===== config.mk =====
export PLATFORM = sky130hd
export DESIGN_NAME = tcp_port
export DESIGN_NICKNAME = d
export VERILOG_FILES = /design/src/tcp_port.v
export VERILOG_INCLUDE_DIRS = /design/src /design/src/pkg
export SDC_FILE = /design/constraint.sdc
export NUM_CORES = 1
export LEC_CHECK = 0
export CAP_MARGIN = 20
export CORE_UTILIZATION = 60
export DETAILED_ROUTE_END_ITERATION = 7
export DONT_BUFFER_PORTS = 1
export GPL_TIMING_DRIVEN = 0
export PLACE_DENSITY_LB_ADDON = 0.3
export SLEW_MARGIN = 20
export SYNTH_ARGS = -nofsm -noshare
export SYNTH_HDL_FRONTEND = slang
export SYNTH_SLANG_ARGS = --single-unit

===== constraint.sdc =====
create_clock -name ref_clk -period 3.9 [get_ports ref_clk]
set_clock_uncertainty 0.15 [all_clocks]
set_input_delay 0 -clock ref_clk [delete_from_list [all_inputs] [get_ports ref_clk]]
set_output_delay 0 -clock ref_clk [all_outputs]
set_load 0.03 [all_outputs]

===== src/pkg/tcp_defs.vh =====
// constants for the typewriter character port
`ifndef TCP_DEFS_VH
`define TCP_DEFS_VH
// ==========================================================
// widths and timing
`define TCP_DATA_W       8
`define TCP_FIFO_DEPTH   8
`define TCP_FIFO_AW      3
// stretched strobe width in ns and in cycles (8 ns period)
`define TCP_STRETCH_NS   64
`define TCP_CLK_NS       8
`define TCP_STRETCH_CYC  ((`TCP_STRETCH_NS + `TCP_CLK_NS - 1) / `TCP_CLK_NS)
`define TCP_CNT_W        4
`endif


===== src/tcp_port.v =====
// typewriter character port: input capture, output fifo and handshake
`timescale 1ns/10ps
`default_nettype none
`include "tcp_defs.vh"

// ==========================================================
// fifo
module tcp_fifo #(
  parameter WIDTH = 8,
  parameter DEPTH = 8,
  parameter AW    = 3
) (
  // clock and reset
  input  wire             ref_clk,
  input  wire             rst,
  // fill side
  input  wire             in_valid,
  output wire             in_ready,
  input  wire [WIDTH-1:0] in_data,
  // drain side
  output wire             out_valid,
  input  wire             out_ready,
  output wire [WIDTH-1:0] out_data
);
  reg [WIDTH-1:0] mem [0:DEPTH-1];
  reg [AW-1:0]    wr_ptr_reg;
  reg [AW-1:0]    rd_ptr_reg;
  reg [AW:0]      count_reg;
  wire            push;
  wire            pop;

  assign in_ready  = (count_reg != DEPTH[AW:0]);
  assign out_valid = (count_reg != {(AW+1){1'b0}});
  assign out_data  = mem[rd_ptr_reg];
  assign push      = in_valid & in_ready;
  assign pop       = out_valid & out_ready;

  // storage has no reset; only the count_reg words from rd_ptr_reg onward are ever read out
  always @(posedge ref_clk) begin
    if (push) begin
      mem[wr_ptr_reg] <= in_data;
    end
  end

  always @(posedge ref_clk) begin
    if (rst) begin
      wr_ptr_reg <= {AW{1'b0}};
      rd_ptr_reg <= {AW{1'b0}};
      count_reg  <= {(AW+1){1'b0}};
    end else begin
      if (push) begin
        wr_ptr_reg <= wr_ptr_reg + {{(AW-1){1'b0}}, 1'b1};
      end
      if (pop) begin
        rd_ptr_reg <= rd_ptr_reg + {{(AW-1){1'b0}}, 1'b1};
      end
      if (push & ~pop) begin
        count_reg <= count_reg + {{AW{1'b0}}, 1'b1};
      end else if (pop & ~push) begin
        count_reg <= count_reg - {{AW{1'b0}}, 1'b1};
      end
    end
  end
endmodule // tcp_fifo

// ==========================================================
// two-flop synchroniser
// every bit is synchronised on its own, so a word caught while it
// changes may land with mixed bits; the input capture waits for the
// strobe edge, which comes through the same depth after the word settled
module tcp_sync2 #(
  parameter             WIDTH = 1,
  parameter [WIDTH-1:0] INIT  = {WIDTH{1'b0}}
) (
  // clock and reset
  input  wire             ref_clk,
  input  wire             rst,
  // asynchronous side
  input  wire [WIDTH-1:0] async_in,
  // clock domain side
  output wire [WIDTH-1:0] sync_out
);
  genvar i;

  generate
    for (i = 0; i < WIDTH; i = i + 1) begin : g_bit
      reg s1_reg;
      reg s2_reg;

      always @(posedge ref_clk) begin
        if (rst) begin
          s1_reg <= INIT[i];
          s2_reg <= INIT[i];
        end else begin
          s1_reg <= async_in[i];
          s2_reg <= s1_reg;
        end
      end

      // only the second flop leaves the synchroniser
      assign sync_out[i] = s2_reg;
    end
  endgenerate
endmodule // tcp_sync2

// ==========================================================
// top
module tcp_port (
  // clock and reset
  input  wire                   ref_clk,
  input  wire                   rst,
  // input connector from typewriter
  input  wire [`TCP_DATA_W-1:0] in_char_pins,
  input  wire                   in_strobe_pin,
  // captured input to the computer
  output reg  [`TCP_DATA_W-1:0] rx_data,
  output reg                    rx_valid,
  output wire                   input_ready_line,
  // characters from the computer
  input  wire                   tx_valid,
  output wire                   tx_ready,
  input  wire [`TCP_DATA_W-1:0] tx_data,
  // output connector to typewriter
  output reg  [`TCP_DATA_W-1:0] out_char_pins,
  output reg                    output_strobe_line,
  input  wire                   tw_ready_pin,
  // program control
  input  wire                   receive_cmd,
  output reg                    program_output_lines
);
  // ========================================================
  // synchronisers
  // the ready pin idles high, so its flops reset high and no false
  // acknowledgement is seen while the port comes out of reset
  wire [`TCP_DATA_W-1:0] din_sync;
  wire                   stb_sync;
  wire                   rdy_sync;
  reg                    stb_d_reg;

  tcp_sync2 #(
    .WIDTH (`TCP_DATA_W),
    .INIT  ({`TCP_DATA_W{1'b0}})
  ) u_din_sync (
    .ref_clk  (ref_clk),
    .rst      (rst),
    .async_in (in_char_pins),
    .sync_out (din_sync)
  );

  tcp_sync2 #(
    .WIDTH (1),
    .INIT  (1'b0)
  ) u_stb_sync (
    .ref_clk  (ref_clk),
    .rst      (rst),
    .async_in (in_strobe_pin),
    .sync_out (stb_sync)
  );

  tcp_sync2 #(
    .WIDTH (1),
    .INIT  (1'b1)
  ) u_rdy_sync (
    .ref_clk  (ref_clk),
    .rst      (rst),
    .async_in (tw_ready_pin),
    .sync_out (rdy_sync)
  );

  // strobe history for the edge detector; idle level is low
  always @(posedge ref_clk) begin
    if (rst) begin
      stb_d_reg <= 1'b0;
    end else begin
      stb_d_reg <= stb_sync;
    end
  end

  // ========================================================
  // input pulse stretcher
  // a strobe too short for two flops may be missed; the typewriter's
  // strobe is assumed to span at least two cycles
  // the cycle count is worked out as an integer; only its low bits load
  localparam [31:0] STRETCH_LOAD = `TCP_STRETCH_CYC;

  reg [`TCP_CNT_W-1:0] input_pulse_stretcher_reg;
  wire                 stb_rise;

  assign stb_rise         = stb_sync & ~stb_d_reg;
  assign input_ready_line = (input_pulse_stretcher_reg != {`TCP_CNT_W{1'b0}});

  always @(posedge ref_clk) begin
    if (rst) begin
      input_pulse_stretcher_reg <= {`TCP_CNT_W{1'b0}};
    end else if (stb_rise) begin
      input_pulse_stretcher_reg <= STRETCH_LOAD[`TCP_CNT_W-1:0];
    end else if (input_ready_line) begin
      input_pulse_stretcher_reg <= input_pulse_stretcher_reg - 4'h1;
    end
  end

  // capture once, on the first cycle of the widened ready
  always @(posedge ref_clk) begin
    if (rst) begin
      rx_data  <= {`TCP_DATA_W{1'b0}};
      rx_valid <= 1'b0;
    end else begin
      rx_valid <= stb_rise & ~program_output_lines;
      if (stb_rise) begin
        rx_data <= din_sync;
      end
    end
  end

  // ========================================================
  // mode line
  always @(posedge ref_clk) begin
    if (rst) begin
      program_output_lines <= 1'b0;
    end else begin
      program_output_lines <= receive_cmd;
    end
  end

  // ========================================================
  // output fifo and handshake
  localparam [1:0] ST_IDLE    = 2'h0;
  localparam [1:0] ST_STROBE  = 2'h1;
  localparam [1:0] ST_RELEASE = 2'h2;

  wire                   fifo_valid;
  wire [`TCP_DATA_W-1:0] fifo_data;
  reg                    fifo_pop;
  reg  [1:0]             state_reg;
  reg  [1:0]             state_next;
  wire                   second_pulse_stretcher;

  // ready reply is active low at the pin
  assign second_pulse_stretcher = ~rdy_sync;

  tcp_fifo #(
    .WIDTH (`TCP_DATA_W),
    .DEPTH (`TCP_FIFO_DEPTH),
    .AW    (`TCP_FIFO_AW)
  ) u_fifo (
    .ref_clk   (ref_clk),
    .rst       (rst),
    .in_valid  (tx_valid),
    .in_ready  (tx_ready),
    .in_data   (tx_data),
    .out_valid (fifo_valid),
    .out_ready (fifo_pop),
    .out_data  (fifo_data)
  );

  always @* begin
    state_next = state_reg;
    fifo_pop   = 1'b0;
    case (state_reg)
      ST_IDLE: begin
        if (fifo_valid & program_output_lines & ~second_pulse_stretcher) begin
          fifo_pop   = 1'b1;
          state_next = ST_STROBE;
        end
      end
      ST_STROBE: begin
        if (second_pulse_stretcher) begin
          state_next = ST_RELEASE;
        end
      end
      // waiting for the reply to clear keeps one long acknowledgement
      // from retiring the next character as well
      ST_RELEASE: begin
        if (~second_pulse_stretcher) begin
          state_next = ST_IDLE;
        end
      end
      default: begin
        state_next = ST_IDLE;
      end
    endcase
  end

  always @(posedge ref_clk) begin
    if (rst) begin
      state_reg          <= ST_IDLE;
      out_char_pins      <= {`TCP_DATA_W{1'b0}};
      output_strobe_line <= 1'b0;
    end else begin
      state_reg <= state_next;
      if (fifo_pop) begin
        out_char_pins <= fifo_data;
      end
      output_strobe_line <= (state_next == ST_STROBE);
    end
  end
endmodule // tcp_port
`default_nettype wire


==> key figures <==
Placed design
  – Pre-CTS setup slack: 0.865 ns
  – Placed cell count: 405
  – IO buf count: 0
  – DP Wirelength: 5.23 mm
  – Routability cong.: 0.667

STA
  – Setup Viol. Count Final: 0
  – Fin Hold WS: 0.177 ns
  – Clock period minus worst slack: 3.08 ns
  – Hold Fails Final Rpt: 0
  – Final worst slack: 0.823 ns
  – FMAX: 325 MHz
  – Slew Viols, Final: 0
  – Max-slew headroom: 38.0%
  – Worst-Margin Slew: 0.926 ns
  – RSZ-0062 raised after global routing: false
  – Sum Neg Setup Slack: 0 ns
  – Period utilization: 78.9%

Yosys
  – Post-synthesis cell type count: 39
  – Seq/Total Area, Yosys: 67.5%
  – Largest area contributor in the netlist: edfxtp_1
  – EDFF count, synth: 64
  – Post-synthesis average cell area: 14.8 um2
  – Synthesized flop and latch total: 120
  – Most frequent cell after synthesis: edfxtp_1
  – Yosys warns: 0
  – Synth Instances: 305
  – Post-synth top flop: edfxtp_1
  – Synth top area share: 42.6%
  – Synth async-reset ratio: 0%
  – Area contributors post-synth: edfxtp_1 (43%), dfxtp_1 (25%), mux4_1 (8.7%)
  – Syn Nets: 335
  – Top cells by count, synth: edfxtp_1 (64), dfxtp_1 (56), nor2_1 (25)
  – Synthesized cell area: 4510 um2

Flow run
  – Max-cap violations: 0

Critical path
  – Startpoint Class: flip-flop
  – WP data required: 4.15 ns
  – Max FO, Critical Path: 10
  – Crit. End Element: flip-flop
  – Critical setup path kind: flip-flop to flip-flop
  – Critical Path AT: 3.33 ns

Die
  – Starting Density: 62.2%
  – Core area: 7250 um2
  – DIE AREA: 7870 um2
  – Io pins: 43
  – Rows: 31
  – Die X-Extent: 88.7 um
  – Height of the die: 88.7 um

CTS
  – CTS max path bufs: 2
  – Clock slew at reported path FFs: 0.06 ns
  – CTS H-tree depth: 4
  – CTS buffer count: 17
  – Hold buffers post-CTS: 33
  – Clk sinks: 120
  – Clock root buffer: clkbuf_8
  – Setup Buffers After CTS: 0
  – CTS resizes: 0
  – TritonCTS clock tree: built
  – Clock Latency Late Sink: 0.51 ns

Detailed routing
  – Drt total wl: 9.19 mm
  – DRT iter0 DRCs: 148
  – Pre-antenna DRT Iters: 4
  – Routed Antenna Nets: 0
  – Vias/cell: 5.72
  – Vias: 2690
  – Residual DRC: 0
  – DR WL/cell: 19.6 um

Layout
  – Antenna diodes: 0
  – Largest Register: u_fifo.mem
  – Syn-to-layout area delta: 24.1%
  – Max reg flops: 64
  – Layout cells sized above 1: 15.1%
  – Final nets: 388
  – Fin cells: 470

Global routing
  – Vias in the first global route: 2739
  – GRT Total Usage: 25.4%
  – First-pass GRT wire length: 13.7 mm
  – Largest net degree at the start of global routing: 17
  – Aggregate global routing overflow: 0
  – Initial antenna violation count: 0

Run status
  – Outcome: finished, final reports clean

Power
  – Power consumption: 3.70 mW
  – Peak supply drop: 0.405 mV
  – Power per cell area: 662 nW/um2
  – Leak pwr: 2.00 nW

Hold path
  – Worst Hold Class: primary input to flip-flop
==> stage by stage <==
| stage | instance area [um2] | utilization [%] |
|---|---|---|
| finish | 5600 | 77.1 |
| global route | 5600 | 77.1 |
| CTS | 5600 | 77.1 |
| detailed placement | 4660 | 64.3 |
| global placement | 4630 | 63.9 |
| floorplan | 4510 | - |
==> power by group <==
group	total, mW	switching, mW	internal (mW)
clock network	1.54	0.576	0.966
registers	1.58	0.127	1.46
logic	0.579	0.313	0.266
==> layout make-up <==
class	count	area, um2
fillers	398	1660
clock buffers	22	495
clock inverters	10	105
plain buffers	15	109
flip-flops and latches	120	3040
inverters	6	22.5
repair buffers	34	335
well taps	99	124
multi-input cells	164	1360
==> final timing paths <==
path	startpoint	to	slack, ns	cells past startpoint
min	tx_data[2]	u_fifo.mem[4][2]	0.18	1
max reg2reg	program_output_lines	u_fifo.count_reg[3]	0.82	11
min reg2reg	u_stb_sync.g_bit[0].s1_reg	u_stb_sync.sync_out	0.28	1
max	program_output_lines	u_fifo.count_reg[3]	0.82	11
==> cells in the final DEF (no fill, tap or decap), types with 4 or more instances in the layout <==
| master | n |
|---|---|
| nor2_1 | 25 |
| nor3_1 | 12 |
| dlygate4sd3_1 | 33 |
| clkbuf_16 | 18 |
| dfxtp_1 | 56 |
| mux4_1 | 15 |
| ha_1 | 7 |
| o22ai_1 | 8 |
| nand2_1 | 19 |
| clkbuf_1 | 8 |
| a21oi_1 | 12 |
| xnor2_1 | 5 |
| inv_6 | 5 |
| edfxtp_1 | 64 |
| clkbuf_8 | 5 |
| nor2b_1 | 22 |
| nor3_2 | 4 |
| inv_1 | 6 |
| buf_6 | 4 |
| nand3_1 | 5 |
==> logic make-up (layout without fill, tap and decap cells) <==
kind of cell | after synthesis | in the layout | synth area share (%)
buffers and inverters | 21 | 87 | 2.91
AO/OA/AOI/OAI | 26 | 26 | 3.58
AND/OR/NAND/NOR | 102 | 102 | 11.8
flip-flops | 120 | 120 | 67.5
multiplexers | 19 | 19 | 9.93
adder cells (fa/ha/maj) | 8 | 8 | 2.39
XOR/XNOR | 9 | 9 | 1.91
==> per-layer routing <==
| layer | GRT usage [%] | routed length (um) | up-vias | share of wire (%) |
|---|---|---|---|---|
| met5 | 0 | 0 | - | 0 |
| met4 | 12.5 | 133 | 0 | 1.4 |
| met3 | 7.28 | 412 | 17 | 4.5 |
| met2 | 44.3 | 4900 | 92 | 53 |
| met1 | 28.5 | 3750 | 1336 | 41 |
| li1 | - | - | 1245 | - |
==> worst max-delay path, cell delays in order, from the launching register on <==
cell	delay, ns
dfxtp_1	0.56
o41a_1	0.37
and2_4	0.21
buf_6	0.14
inv_1	0.05
ha_1	0.22
inv_1	0.14
ha_1	0.29
a21oi_1	0.20
a211oi_1	0.10
a31oi_1	0.18
mux2_2	0.35
No activity file was read; power rests on OpenSTA's default activity.
